[src/rtl/adc_readout_defines.svh]
// Constants for the dual converter ready/strobe pin and serial readout.
// Assumes a single 200 MHz reference clock; included by bare name.
`ifndef ADC_READOUT_DEFINES_SVH
`define ADC_READOUT_DEFINES_SVH

// Clock and timing
`define ADR_CLK_PERIOD_NS      5
`define ADR_READY_INIT_TIME_NS 900000
`define ADR_READY_INIT_CYCLES  ((`ADR_READY_INIT_TIME_NS + `ADR_CLK_PERIOD_NS - 1) / `ADR_CLK_PERIOD_NS)
`define ADR_DRDY_CYCLES        60
`define ADR_OSC_DIV            4

// Output word layout
`define ADR_WORD_BITS          16
`define ADR_WORD_MSB           15
`define ADR_NARROW_RES         14

// Output protocol field codes
`define ADR_PROTO_LEGACY       3'h0
`define ADR_PROTO_RETIMER      3'h4

// Bit positions in the synchronised pin vector
`define ADR_PIN_PD             0
`define ADR_PIN_CONV           1
`define ADR_PIN_CS             2
`define ADR_PIN_SCLK           3
`define ADR_PIN_COUNT          4

`endif

[src/rtl/adc_readout_pkg.sv]
// Types shared by the readout block and its testbench.
// Assumes adc_readout_defines.svh is on the include path.
`include "adc_readout_defines.svh"

package adc_readout_pkg;

    // One simultaneous sample: a word per converter
    typedef struct packed {
        logic [`ADR_WORD_MSB:0] word_a;  // First converter
        logic [`ADR_WORD_MSB:0] word_b;  // Second converter
    } pair_t;

    // Read protocol selection
    typedef struct packed {
        logic [2:0] output_protocol_field;  // Protocol code
        logic       clock_polarity_bit;     // Idle level of serial clock
        logic       clock_phase_bit;        // Launch on first edge when set
    } proto_cfg_t;

endpackage

[src/rtl/adc_readout.sv]
// Ready/strobe pin, output word formatting and legacy single-lane readout
// for a dual simultaneous-sampling converter, plus its sample buffer.
// Assumes pins are asynchronous to ref_clk and the serial clock is slow
// enough (period well above four ref_clk cycles) to be oversampled.
// Function
// - Shared pin: strobe when selected, else ready
// - Ready high at wakeup, low after 0.9 ms
// - Ready low converting, high after ready delay
// - Select falling returns ready low
// - Re-timer data aligned to strobe rising edges
// - Strobe from serial clock or internal oscillator
// - Strobe held low outside re-timer protocols
// - Each converter: own 16-bit two's-complement word
// - Narrow left-aligned: low two bits zero
// - Narrow right-aligned: top bits sign extension
// - Register read replaces conversion result
// - Fixed pattern replaces conversion data
// - Converter words on their own lanes
// - Reset selects legacy, polarity 0, phase 0
// - Code zero selects legacy; polarity, phase bits
// - Phase 0 MSB at select; phase 1 first edge
`timescale 1ns/1ps
`default_nettype none
`include "adc_readout_defines.svh"

// Small flop-based FIFO with registered flags
module sample_fifo #(
    parameter int WIDTH = 32,
    parameter int DEPTH = 4
) (
    // Clock and reset
    input  wire logic             clk,
    input  wire logic             reset_n,
    // Fill side
    input  wire logic             in_valid,
    input  wire logic [WIDTH-1:0] in_data,
    output logic                  in_ready,
    // Drain side
    output logic                  out_valid,
    output logic [WIDTH-1:0]      out_data,
    input  wire logic             out_ready
);
    localparam int AW = (DEPTH > 1) ? $clog2(DEPTH) : 1;

    logic [WIDTH-1:0] mem [DEPTH];  // Storage
    logic [AW-1:0]    wr_ptr;       // Next write slot
    logic [AW-1:0]    rd_ptr;       // Head slot
    logic [AW:0]      count;        // Words held
    logic [AW:0]      next_count;   // Count after this cycle
    logic             push;         // Accepted write
    logic             pop;          // Accepted read

    assign push     = in_valid && in_ready;
    assign pop      = out_valid && out_ready;
    assign out_data = mem[rd_ptr];

    // Count follows pushes and pops together
    always_comb begin
        next_count = count;
        if (push && !pop) begin
            next_count = count + 1'b1;
        end else if (pop && !push) begin
            next_count = count - 1'b1;
        end
    end

    // Storage written on each accepted push
    always_ff @(posedge clk) begin
        if (push) begin
            mem[wr_ptr] <= in_data;
        end
    end

    // Pointers wrap at the depth, which need not be a power of two
    always_ff @(posedge clk or negedge reset_n) begin
        if (!reset_n) begin
            wr_ptr <= '0;
            rd_ptr <= '0;
        end else begin
            if (push) begin
                wr_ptr <= (wr_ptr == AW'(DEPTH - 1)) ? '0 : wr_ptr + 1'b1;
            end
            if (pop) begin
                rd_ptr <= (rd_ptr == AW'(DEPTH - 1)) ? '0 : rd_ptr + 1'b1;
            end
        end
    end

    // Flags registered so both sides see flop outputs
    always_ff @(posedge clk or negedge reset_n) begin
        if (!reset_n) begin
            count     <= '0;
            in_ready  <= 1'b0;
            out_valid <= 1'b0;
        end else begin
            count     <= next_count;
            in_ready  <= (next_count < (AW + 1)'(DEPTH));
            out_valid <= (next_count != '0);
        end
    end
endmodule

// Ready/strobe pin and dual-lane serial readout
module adc_readout
    import adc_readout_pkg::*;
#(
    parameter int RESOLUTION  = `ADR_WORD_BITS,
    parameter int INIT_CYCLES = `ADR_READY_INIT_CYCLES,
    parameter int DRDY_CYCLES = `ADR_DRDY_CYCLES,
    parameter int FIFO_DEPTH  = 4
) (
    // Clock and reset
    input  wire logic                   ref_clk,
    input  wire logic                   reset_n,
    // Device pins
    input  wire logic                   powerdown_reset_pin_n,
    input  wire logic                   conversion_start,
    input  wire logic                   cs_n,
    input  wire logic                   sclk,
    output logic                        ready_strobe,
    output logic                        first_converter_lane0,
    output logic                        second_converter_lane0,
    // Configuration bits
    input  wire proto_cfg_t             proto_cfg,
    input  wire logic                   ready_mask,
    input  wire logic                   data_right_aligned,
    input  wire logic                   fixed_pattern_en,
    input  wire logic [`ADR_WORD_MSB:0] fixed_pattern,
    input  wire logic                   register_read_en,
    input  wire logic [`ADR_WORD_MSB:0] register_read_data,
    input  wire logic                   strobe_from_sclk,
    // Converter core results
    input  wire logic                   core_valid,
    input  wire pair_t                  core_result,
    output logic                        core_ready
);
    logic [`ADR_PIN_COUNT-1:0] pin_s1;      // First sync stage
    logic [`ADR_PIN_COUNT-1:0] pin_s2;      // Second sync stage
    logic [`ADR_PIN_COUNT-1:0] pin_q;       // Previous value for edges
    logic                      in_reset;    // Power-down/reset held
    logic                      conv_rise;   // Conversion start edge
    logic                      cs_fall;     // Frame begins
    logic                      sclk_rise;   // Serial clock rising
    logic                      sclk_fall;   // Serial clock falling
    proto_cfg_t                cfg;         // Config in force
    logic                      retimer;     // Re-timer protocol active
    logic [17:0]               init_cnt;    // Wakeup timer
    logic                      init_busy;   // Wakeup in progress
    logic [15:0]               conv_cnt;    // Ready delay timer
    logic                      conv_busy;   // Conversion in progress
    logic                      conv_done;   // Result readable
    logic                      ready_level; // Ready function level
    logic [1:0]                osc_div;     // Oscillator divider
    logic                      osc;         // Internal strobe clock
    logic                      osc_rise;    // Oscillator rising event
    logic                      strobe_sig;  // Strobe function level
    logic                      launch;      // Launch edge this cycle
    logic                      first_pend;  // MSB waits for first edge
    pair_t                     last_pair;   // Last buffered sample
    pair_t                     fifo_head;   // Buffer head
    logic                      fifo_valid;  // Buffer not empty
    pair_t                     next_word;   // Words loaded at frame start
    pair_t                     shreg;       // Shift registers

    // Justify a raw result into the 16-bit word
    function automatic logic [`ADR_WORD_MSB:0] align_word(
        input logic [`ADR_WORD_MSB:0] raw,
        input logic                   right
    );
        logic [`ADR_NARROW_RES-1:0] narrow;
        narrow = raw[`ADR_NARROW_RES-1:0];
        if (RESOLUTION != `ADR_NARROW_RES) begin
            align_word = raw;
        end else if (right) begin
            align_word = {{2{narrow[`ADR_NARROW_RES-1]}}, narrow};
        end else begin
            align_word = {narrow, 2'b00};
        end
    endfunction

    // Content of one lane's word; register data outranks the pattern
    function automatic logic [`ADR_WORD_MSB:0] pick_word(
        input logic [`ADR_WORD_MSB:0] raw
    );
        if (register_read_en) begin
            pick_word = register_read_data;
        end else if (fixed_pattern_en) begin
            pick_word = fixed_pattern;
        end else begin
            pick_word = align_word(raw, data_right_aligned);
        end
    endfunction

    // Pins cross into ref_clk; only the second stage and its delayed copy are read
    always_ff @(posedge ref_clk or negedge reset_n) begin
        if (!reset_n) begin
            pin_s1 <= 4'h5;
            pin_s2 <= 4'h5;
            pin_q  <= 4'h5;
        end else begin
            pin_s1 <= {sclk, cs_n, conversion_start, powerdown_reset_pin_n};
            pin_s2 <= pin_s1;
            pin_q  <= pin_s2;
        end
    end

    assign in_reset  = !pin_s2[`ADR_PIN_PD];
    assign conv_rise = pin_s2[`ADR_PIN_CONV] && !pin_q[`ADR_PIN_CONV];
    assign cs_fall   = !pin_s2[`ADR_PIN_CS] && pin_q[`ADR_PIN_CS];
    assign sclk_rise = pin_s2[`ADR_PIN_SCLK] && !pin_q[`ADR_PIN_SCLK];
    assign sclk_fall = !pin_s2[`ADR_PIN_SCLK] && pin_q[`ADR_PIN_SCLK];
    assign retimer   = (cfg.output_protocol_field == `ADR_PROTO_RETIMER);

    // Config loads only between frames; the reset pin forces the default at any time
    always_ff @(posedge ref_clk or negedge reset_n) begin
        if (!reset_n) begin
            cfg <= '{`ADR_PROTO_LEGACY, 1'b0, 1'b0};
        end else if (in_reset) begin
            cfg <= '{`ADR_PROTO_LEGACY, 1'b0, 1'b0};
        end else if (pin_s2[`ADR_PIN_CS] && pin_q[`ADR_PIN_CS]) begin
            cfg <= proto_cfg;
        end
    end

    // Wakeup timer restarts while the reset pin is held low
    always_ff @(posedge ref_clk or negedge reset_n) begin
        if (!reset_n) begin
            init_busy <= 1'b1;
            init_cnt  <= '0;
        end else if (in_reset) begin
            init_busy <= 1'b1;
            init_cnt  <= '0;
        end else if (init_busy) begin
            if (init_cnt == 18'(INIT_CYCLES - 1)) begin
                init_busy <= 1'b0;
            end
            init_cnt <= init_cnt + 1'b1;
        end
    end

    // Conversion timer; a new start restarts it
    always_ff @(posedge ref_clk or negedge reset_n) begin
        if (!reset_n) begin
            conv_busy <= 1'b0;
            conv_cnt  <= '0;
        end else if (in_reset) begin
            conv_busy <= 1'b0;
            conv_cnt  <= '0;
        end else if (conv_rise) begin
            conv_busy <= 1'b1;
            conv_cnt  <= '0;
        end else if (conv_busy) begin
            if (conv_done) begin
                conv_busy <= 1'b0;
            end
            conv_cnt <= conv_cnt + 1'b1;
        end
    end

    assign conv_done = conv_busy && !conv_rise && (conv_cnt == 16'(DRDY_CYCLES - 1));

    // Ready level; a finishing conversion outranks a select fall
    always_ff @(posedge ref_clk or negedge reset_n) begin
        if (!reset_n) begin
            ready_level <= 1'b1;
        end else if (in_reset) begin
            ready_level <= 1'b1;
        end else if (init_busy) begin
            if (init_cnt == 18'(INIT_CYCLES - 1)) begin
                ready_level <= 1'b0;
            end
        end else if (conv_done) begin
            ready_level <= 1'b1;
        end else if (conv_rise) begin
            ready_level <= 1'b0;
        end else if (cs_fall) begin
            ready_level <= 1'b0;
        end
    end

    // Internal oscillator from a divider enable
    always_ff @(posedge ref_clk or negedge reset_n) begin
        if (!reset_n) begin
            osc_div <= '0;
            osc     <= 1'b0;
        end else begin
            osc_div <= osc_div + 1'b1;
            if (osc_div == 2'(`ADR_OSC_DIV - 1)) begin
                osc <= !osc;
            end
        end
    end

    assign osc_rise = (osc_div == 2'(`ADR_OSC_DIV - 1)) && !osc;

    // Strobe lags the launch by a cycle so data settle before it rises
    always_ff @(posedge ref_clk or negedge reset_n) begin
        if (!reset_n) begin
            strobe_sig <= 1'b0;
        end else if (!retimer) begin
            strobe_sig <= 1'b0;
        end else begin
            strobe_sig <= strobe_from_sclk ? pin_q[`ADR_PIN_SCLK] : osc;
        end
    end

    // Pin mux is registered; reads ready when select is high
    always_ff @(posedge ref_clk or negedge reset_n) begin
        if (!reset_n) begin
            ready_strobe <= 1'b1;
        end else if (!pin_s2[`ADR_PIN_CS]) begin
            ready_strobe <= retimer && strobe_sig;
        end else begin
            ready_strobe <= ready_level && !ready_mask;
        end
    end

    // Results wait in the buffer; core stalls when it is full
    sample_fifo #(
        .WIDTH ($bits(pair_t)),
        .DEPTH (FIFO_DEPTH)
    ) u_fifo (
        .clk       (ref_clk),
        .reset_n   (reset_n),
        .in_valid  (core_valid),
        .in_data   (core_result),
        .in_ready  (core_ready),
        .out_valid (fifo_valid),
        .out_data  (fifo_head),
        .out_ready (cs_fall)
    );

    // Frame with an empty buffer repeats the last sample
    always_ff @(posedge ref_clk or negedge reset_n) begin
        if (!reset_n) begin
            last_pair <= '0;
        end else if (cs_fall && fifo_valid) begin
            last_pair <= fifo_head;
        end
    end

    always_comb begin
        next_word.word_a = pick_word(fifo_valid ? fifo_head.word_a : last_pair.word_a);
        next_word.word_b = pick_word(fifo_valid ? fifo_head.word_b : last_pair.word_b);
    end

    // Launch edge: strobe rise in re-timer, else trailing for phase 0, leading for phase 1
    always_comb begin
        launch = 1'b0;
        if (!pin_s2[`ADR_PIN_CS] && !cs_fall) begin
            if (retimer) begin
                launch = strobe_from_sclk ? sclk_rise : osc_rise;
            end else if (cfg.clock_phase_bit) begin
                launch = cfg.clock_polarity_bit ? sclk_fall : sclk_rise;
            end else begin
                launch = cfg.clock_polarity_bit ? sclk_rise : sclk_fall;
            end
        end
    end

    // Shift out MSB first, one bit per launch, zeros after the word
    always_ff @(posedge ref_clk or negedge reset_n) begin
        if (!reset_n) begin
            shreg                  <= '0;
            first_pend             <= 1'b0;
            first_converter_lane0  <= 1'b0;
            second_converter_lane0 <= 1'b0;
        end else if (cs_fall) begin
            shreg      <= next_word;
            first_pend <= cfg.clock_phase_bit || retimer;
            if (!cfg.clock_phase_bit && !retimer) begin
                first_converter_lane0  <= next_word.word_a[`ADR_WORD_MSB];
                second_converter_lane0 <= next_word.word_b[`ADR_WORD_MSB];
            end
        end else if (launch) begin
            if (first_pend) begin
                first_pend             <= 1'b0;
                first_converter_lane0  <= shreg.word_a[`ADR_WORD_MSB];
                second_converter_lane0 <= shreg.word_b[`ADR_WORD_MSB];
            end else begin
                shreg.word_a           <= {shreg.word_a[`ADR_WORD_MSB-1:0], 1'b0};
                shreg.word_b           <= {shreg.word_b[`ADR_WORD_MSB-1:0], 1'b0};
                first_converter_lane0  <= shreg.word_a[`ADR_WORD_MSB-1];
                second_converter_lane0 <= shreg.word_b[`ADR_WORD_MSB-1];
            end
        end
    end
endmodule
`default_nettype wire

[config.mk]
export PLATFORM = sky130hd
export DESIGN_NAME = adc_readout
export DESIGN_NICKNAME = d
export VERILOG_FILES = /design/src/rtl/adc_readout_pkg.sv /design/src/rtl/adc_readout.sv
export VERILOG_INCLUDE_DIRS = /design/src /design/src/rtl
export SDC_FILE = /design/constraint.sdc
export NUM_CORES = 1
export LEC_CHECK = 0
export BUFFER_PORTS_ARGS = -buffer_cell sky130_fd_sc_hd__buf_2
export CAP_MARGIN = 0
export CORE_ASPECT_RATIO = 0.7
export CORE_MARGIN = 4
export CORE_UTILIZATION = 45
export DETAILED_ROUTE_END_ITERATION = 8
export SYNTH_ARGS = -nofsm -noshare
export SYNTH_HDL_FRONTEND = slang
export SYNTH_SLANG_ARGS = --single-unit
[constraint.sdc]
create_clock -name ref_clk -period 2.3 [get_ports ref_clk]
set_input_delay 0.345 -clock ref_clk [delete_from_list [all_inputs] [get_ports ref_clk]]
set_output_delay 0.345 -clock ref_clk [all_outputs]
set_load 0.005 [all_outputs]
Word-level counts from Yosys, hierarchy flattened:

Memory sizes are Yosys's and may differ from the RTL's.
Index checks and enable logic that the tools add are counted.
W data, S select, Z words.

* $add $sub $neg: 7
* magnitude comparators: 1
* equal/unequal tests: 13
* mux-type cells: 54
* reduce and logical (&&, ||, !) cells: 34

Operator list (number)
* $mux W16: 9
* $mux W32: 3
* $mux W18: 2
* $mux W1: 34
* $add A18 B1 Y18 const B: 1
* $eq A18 B18 Y1 const B: 1
* $add A16 B1 Y16 const B: 1
* $eq A16 B6 Y1 const B: 1
* $logic_and A1 B1 Y1: 16
* $logic_not A1 Y1: 12
* $mux W5: 2
* $add A2 B1 Y2 const B: 3
* $eq A2 B2 Y1 const B: 3
* $mux W3: 2
* $ne A2 B1 Y1 const B: 3
* $reduce_and A2 Y1: 3
* $ne A5 B1 Y1 const B: 1
* $mux W2: 2
* $add A3 B1 Y3 const B: 1
* $eq A3 B3 Y1 const B: 1
* $lt A3 B3 Y1 const B: 1
* $ne A3 B1 Y1 const B: 1
* $ne A3 B2 Y1 const B: 1
* $reduce_bool A3 Y1: 1
* 4 further kinds: 4

* register bits after elaboration: 135
* memory bits (writable): 128
* input bits: 81
* word-level logic and storage cells: 137
* memories: 1

Memory list
* u_fifo.mem: depth 4, width 32, rd ports 1, clocked after memory_dff 0, wr ports 1, line adc_readout.sv:45 `logic [WIDTH-1:0] mem [DEPTH];`

Logic depth before layout (Yosys ltp):

* depth in word-level cells: 9
* mapped depth: 8
* depth with buffers taken out: 6

Hierarchy:

Synthesis repeated with hierarchy kept, for this count alone.

* cells, all modules: 806
* area total of the unflattened synthesis: 11363.4 um2

By module, submodules not included
* adc_readout: times used 1, cells each 588, area an instance 6222.2 um2
* sample_fifo: times used 1, cells each 218, area an instance 5141.2 um2

Worst setup path after synthesis:

No wires, ideal clock.

* path kind: register to register
* start: reg osc_div[0]
* end: reg first_converter_lane0
* setup time: 125 ps
* data arrival time: 1737 ps
* setup slack: 438 ps
* stages on the path, launching flop included: 7
* buffers on the path: 0
* cells stage by stage: dfrtp_1 > ha_1 > nor3b_1 > nor3_4 > a2111o_1 > nand2_1 > mux2_2

* longest elaborated chain between the ends: 7

Ends and longest elaborated chain
* start: declaration: line adc_readout.sv:153 `logic [1:0] osc_div;`
* start signal: assignment: line adc_readout.sv:287 `osc_div <= osc_div + 1'b1;`
* $eq A2 B2 Y1: line adc_readout.sv:294 `` assign osc_rise = (osc_div == 2'(`ADR_OSC_DIV - 1)) && !osc; ``
* $logic_and A1 B1 Y1: line adc_readout.sv:294
* $mux W1: line adc_readout.sv:352 `launch = strobe_from_sclk ? sclk_rise : osc_rise;`
* $mux W1: line adc_readout.sv:351 `if (retimer) begin`
* $mux W1: line adc_readout.sv:350 `` if (!pin_s2[`ADR_PIN_CS] && !cs_fall) begin ``
* $reduce_bool A2 Y1 (no line)
* $reduce_and A2 Y1 (no line)
* end signal: assignment: line adc_readout.sv:372 `` first_converter_lane0 <= next_word.word_a[`ADR_WORD_MSB]; ``
* end signal: assignment: line adc_readout.sv:378 `` first_converter_lane0 <= shreg.word_a[`ADR_WORD_MSB]; ``
* end signal: assignment: line adc_readout.sv:383 `` first_converter_lane0 <= shreg.word_a[`ADR_WORD_MSB-1]; ``
* end: declaration: line adc_readout.sv:121 `output logic first_converter_lane0,`

Every way passes these cells.
A chain may end at the register's enable or synchronous reset.

Final worst setup path:

* start: reg u_fifo.rd_ptr[0]
* end: reg first_converter_lane0

* longest elaborated chain between the ends: 6

Ends and longest elaborated chain
* start: declaration: line adc_readout.sv:47 `logic [AW-1:0] rd_ptr;`
* start signal: assignment: line adc_readout.sv:84 `rd_ptr <= (rd_ptr == AW'(DEPTH - 1)) ? '0 : rd_ptr + 1'b1;`
* $mem_v2 Z4 W32
* $mux W16: line adc_readout.sv:343 `next_word.word_a = pick_word(fifo_valid ? fifo_head.word_a : last_pair.word_a);`
* $mux W16: line adc_readout.sv:187 `end else if (fixed_pattern_en) begin`
* $mux W16: line adc_readout.sv:185 `if (register_read_en) begin`
* $mux W1: line adc_readout.sv:371 `if (!cfg.clock_phase_bit && !retimer) begin`
* $mux W1: line adc_readout.sv:368 `end else if (cs_fall) begin`

Every way passes these cells. The select of a mux whose other input is x is not followed.

==> flow_summary.json <==
{
  "hold_path_end": "u_fifo.mem[2][7]$_DFFE_PP_",
  "track_usage": 0.1844,
  "ant_nets": 0,
  "area_growth_pct": 16.54,
  "p_per_area_nw_per_um2": 1046,
  "r2r_slack_ns": 0.16,
  "ys.warnings.count": 0,
  "synth_cell_types": 54,
  "hold_viol_final": 0,
  "nets": 960,
  "vdd_drop_max_mv": 0.5244,
  "critPathKind": "register to register",
  "antenna_found_initial": 2,
  "setup_tns_ns": 0,
  "fill_cells": 2015,
  "r2r_cells": 5,
  "fmax_ghz": 0.4670,
  "p_sw_frac": 0.2690,
  "numPortBuffers": 83,
  "vias": 6987,
  "combPwrFrac": 0.215,
  "grt_pass1_wl_mm": 40.48,
  "io_pins": 85,
  "multi_input_area_um2": 3742,
  "drc": 0,
  "first_pass_iters": 5,
  "setup-violations-final": 0,
  "cts_buffer_depth": 3,
  "period_share": 0.9309,
  "worstPathMaxFanout": 6,
  "core_um2": 24560,
  "p_leak_nw": 5.159,
  "seqPwrFrac": 0.458,
  "htreeDepth": 1,
  "skew_ns": 0.009872,
  "p_sw_mw": 3.676,
  "syn_area_per_cell_um2": 14.54,
  "layout_min_cycle_time_ns": 2.141,
  "vias_per_cell": 5.751,
  "critPathArrivalTime_ns": 2.55,
  "relSlewSlack": 0.5266,
  "die_area_um2": 27540,
  "path_clk_slew_ns": 0.06,
  "reg2reg_from": "u_fifo.rd_ptr[0]$_DFFE_PN0P_",
  "cts_setup_buffers": 0,
  "crit_chain": "mux4_2 > mux2_2 > a21oi_1 > a21oi_1 > mux2_2",
  "grt_setup_unrepaired": "false",
  "drt-initial-drc-count": 419,
  "regArea_um2": 7208,
  "worstHoldPathType": "primary input to register",
  "power_mw": 13.67,
  "root_buffer": "clkbuf_16",
  "power_frac_clock": 0.327,
  "worstSetupEndpointType": "register",
  "min_from": "core_result[7]",
  "max_stage_delay_ns": 0.55,
  "clock_sinks": 262,
  "grt_pass1_vias": 7253,
  "worst_pin_slew_ns": 0.7046,
  "synth_seq_cells": 262,
  "r2r-end": "first_converter_lane0$_DFFE_PN0P_",
  "crit_slowest_cell": "mux4_2",
  "final_cell_area_um2": 13070,
  "drv_slew": 0,
  "outcome": "complete, no violations",
  "maxCapViolations": 0,
  "die_x_um": 196.7,
  "synth_nets": 862,
  "grt_max_degree": 82,
  "intPower_mw": 9.992,
  "wl_per_cell_um": 20.87,
  "synth_edf_count": 128,
  "routed_wl_mm": 25.35,
  "place_area_um2": 12080,
  "die_h_um": 140.1,
  "gp_congestion": 0.8125,
  "cp_data_required_time_ns": 2.71,
  "syn-cell-area_um2": 11210,
  "start_kind": "register",
  "synthCells": 771,
  "ys_seq_area_frac": 0.6429,
  "cts_tree": "built",
  "ys.flop_type": "edfxtp_1",
  "drive_gt1_frac": 0.2733,
  "start_util": 0.4564,
  "rows": 48,
  "dpl.hpwl_mm": 16.93,
  "gr-total-overflow": 0,
  "cts_buffers": 26,
  "async_flop_share": 0.5115,
  "hold_depth": 1,
  "clock_latency_ns": 0.52
}
power groups by stage:
stage / logic, mW / registers [mW] / clock network [mW]
after floorplan: 2.12 / 6.17 / 0
after global placement: 2.86 / 6.28 / 0
after detailed placement: 2.97 / 6.34 / 0
after CTS: 2.99 / 6.25 / 4.58
after global routing: 3.24 / 6.34 / 4.80
final: 2.94 / 6.25 / 4.47
metrics by stage:
stage	hold slack, ns	utilization	worst slack, ns	cells
2_1_floorplan	0.04941	-	0.4384	771
5_1_grt	0.01851	0.5318	0.05130	1214
3_5_place_dp	0.2645	0.4917	0.1488	1160
4_1_cts	0.01092	0.5315	0.1486	1214
6_report	0.03059	0.5319	0.1589	1215
3_3_place_gp	0.2584	0.4917	0.1975	1160
what timing repair did:
action,4_1_cts,5_1_grt
endpoints found under the hold margin,38,0
resized for setup,0,1
hold buffers,6,0
setup endpoints to repair,0,1
cells in the mapped netlist (11+ instances only):
| cell type | count | area [µm²] |
|---|---|---|
| edfxtp_1 | 128 | 3844 |
| xnor2_1 | 16 | 140.1 |
| inv_1 | 11 | 41.29 |
| dfrtp_1 | 126 | 3153 |
| o31ai_1 | 25 | 187.7 |
| nor2_1 | 28 | 105.1 |
| and2_1 | 17 | 106.4 |
| a21oi_1 | 39 | 195.2 |
| mux4_2 | 32 | 720.7 |
| xor2_1 | 18 | 157.7 |
| nand3_1 | 15 | 75.07 |
| a221oi_1 | 23 | 201.4 |
| clkbuf_1 | 20 | 75.07 |
| buf_2 | 11 | 55.05 |
| and3_1 | 11 | 68.82 |
| a221o_1 | 14 | 140.1 |
| nand2_1 | 57 | 214.0 |
| mux2_2 | 43 | 484.2 |
per-layer routing:
metal	global-route usage	vias up	wire length [µm]
met5	0	-	22
met4	0.03647	4	438
met3	0.04905	34	2005
met2	0.2812	229	11470
met1	0.2714	3570	11410
li1	-	3150	-
worst max-delay path by stage:
stage	to	slack (ns)	from	depth (start not counted)
finish	first_converter_lane0$_DFFE_PN0P_	0.16	u_fifo.rd_ptr[0]$_DFFE_PN0P_	5
floorplan	first_converter_lane0$_DFFE_PN0P_	0.44	osc_div[0]$_DFF_PN0_	6
detailed placement	shreg[29]$_DFFE_PN0P_	0.15	u_fifo.rd_ptr[0]$_DFFE_PN0P_	4
global placement	first_converter_lane0$_DFFE_PN0P_	0.20	u_fifo.rd_ptr[0]$_DFFE_PN0P_	5
CTS	shreg[29]$_DFFE_PN0P_	0.15	u_fifo.rd_ptr[0]$_DFFE_PN0P_	4
global route	shreg[31]$_DFFE_PN0P_	0.05	osc_div[0]$_DFF_PN0_	7
layout make-up:
| cell class | count | area share |
|---|---|---|
| flip-flops and latches | 262 | 0.5517 |
| clock inverters | 11 | 0.01178 |
| well taps | 325 | 0.03112 |
| inverters | 11 | 0.003160 |
| multi-input cells | 452 | 0.2864 |
| clock buffers | 37 | 0.05842 |
| diodes | 1 | 0.0001915 |
| repair buffers | 116 | 0.05717 |
cells in the final DEF (no fill, tap or decap), types with 6 or more instances in the layout:
master         netlist  routed
a21boi_0             8       8
a21oi_1             39      39
a221o_1             14      14
a221oi_1            23      22
and2_1              17      17
and3_1              11      11
and4_1               6       6
buf_2               11      82
buf_4                1      22
clkbuf_16            0      27
dfrtp_1            126     125
dfstp_2              8       8
dlygate4sd3_1        0       6
edfxtp_1           128     128
ha_1                10      10
inv_1               11      11
mux2_2              43      43
mux2i_1              9       9
mux4_2              32      32
nand2_1             57      57
nand2b_1             6       6
nand3_1             15      15
nand4_1             10      10
nor2_1              28      28
nor2b_1              6       6
nor3_1               9       8
o22ai_1              7       7
o31ai_1             25      25
xnor2_1             16      16
xor2_1              18      18
flip-flops by register name, summed over array words and instances, names as in the netlist, 2 cells and up:
register,flops
cfg,5
u_fifo.wr_ptr,2
u_fifo.mem,128
osc_div,2
pin_q,3
pin_s1,4
u_fifo.count,3
shreg,32
last_pair,32
pin_s2,4
u_fifo.rd_ptr,2
init_cnt,18
conv_cnt,16
worst max-delay path: cells and delay by family (launching register included):
| family | cells | cell delay [ns] |
|---|---|---|
| mux | 3 | 1.13 |
| flops | 1 | 0.49 |
| compound gates | 2 | 0.41 |
logic make-up after synthesis:
kind of cell             count (synthesis)  share of synthesized area
AND/OR/NAND/NOR                        181                    0.08326
flip-flops                             262                     0.6429
buffers and inverters                   57                    0.02533
adder cells (fa/ha/maj)                 10                    0.01116
XOR/XNOR                                34                    0.02656
AO/OA/AOI/OAI                          143                    0.09531
multiplexers                            84                     0.1155
Note: power is estimated with default switching activity, not from simulation.
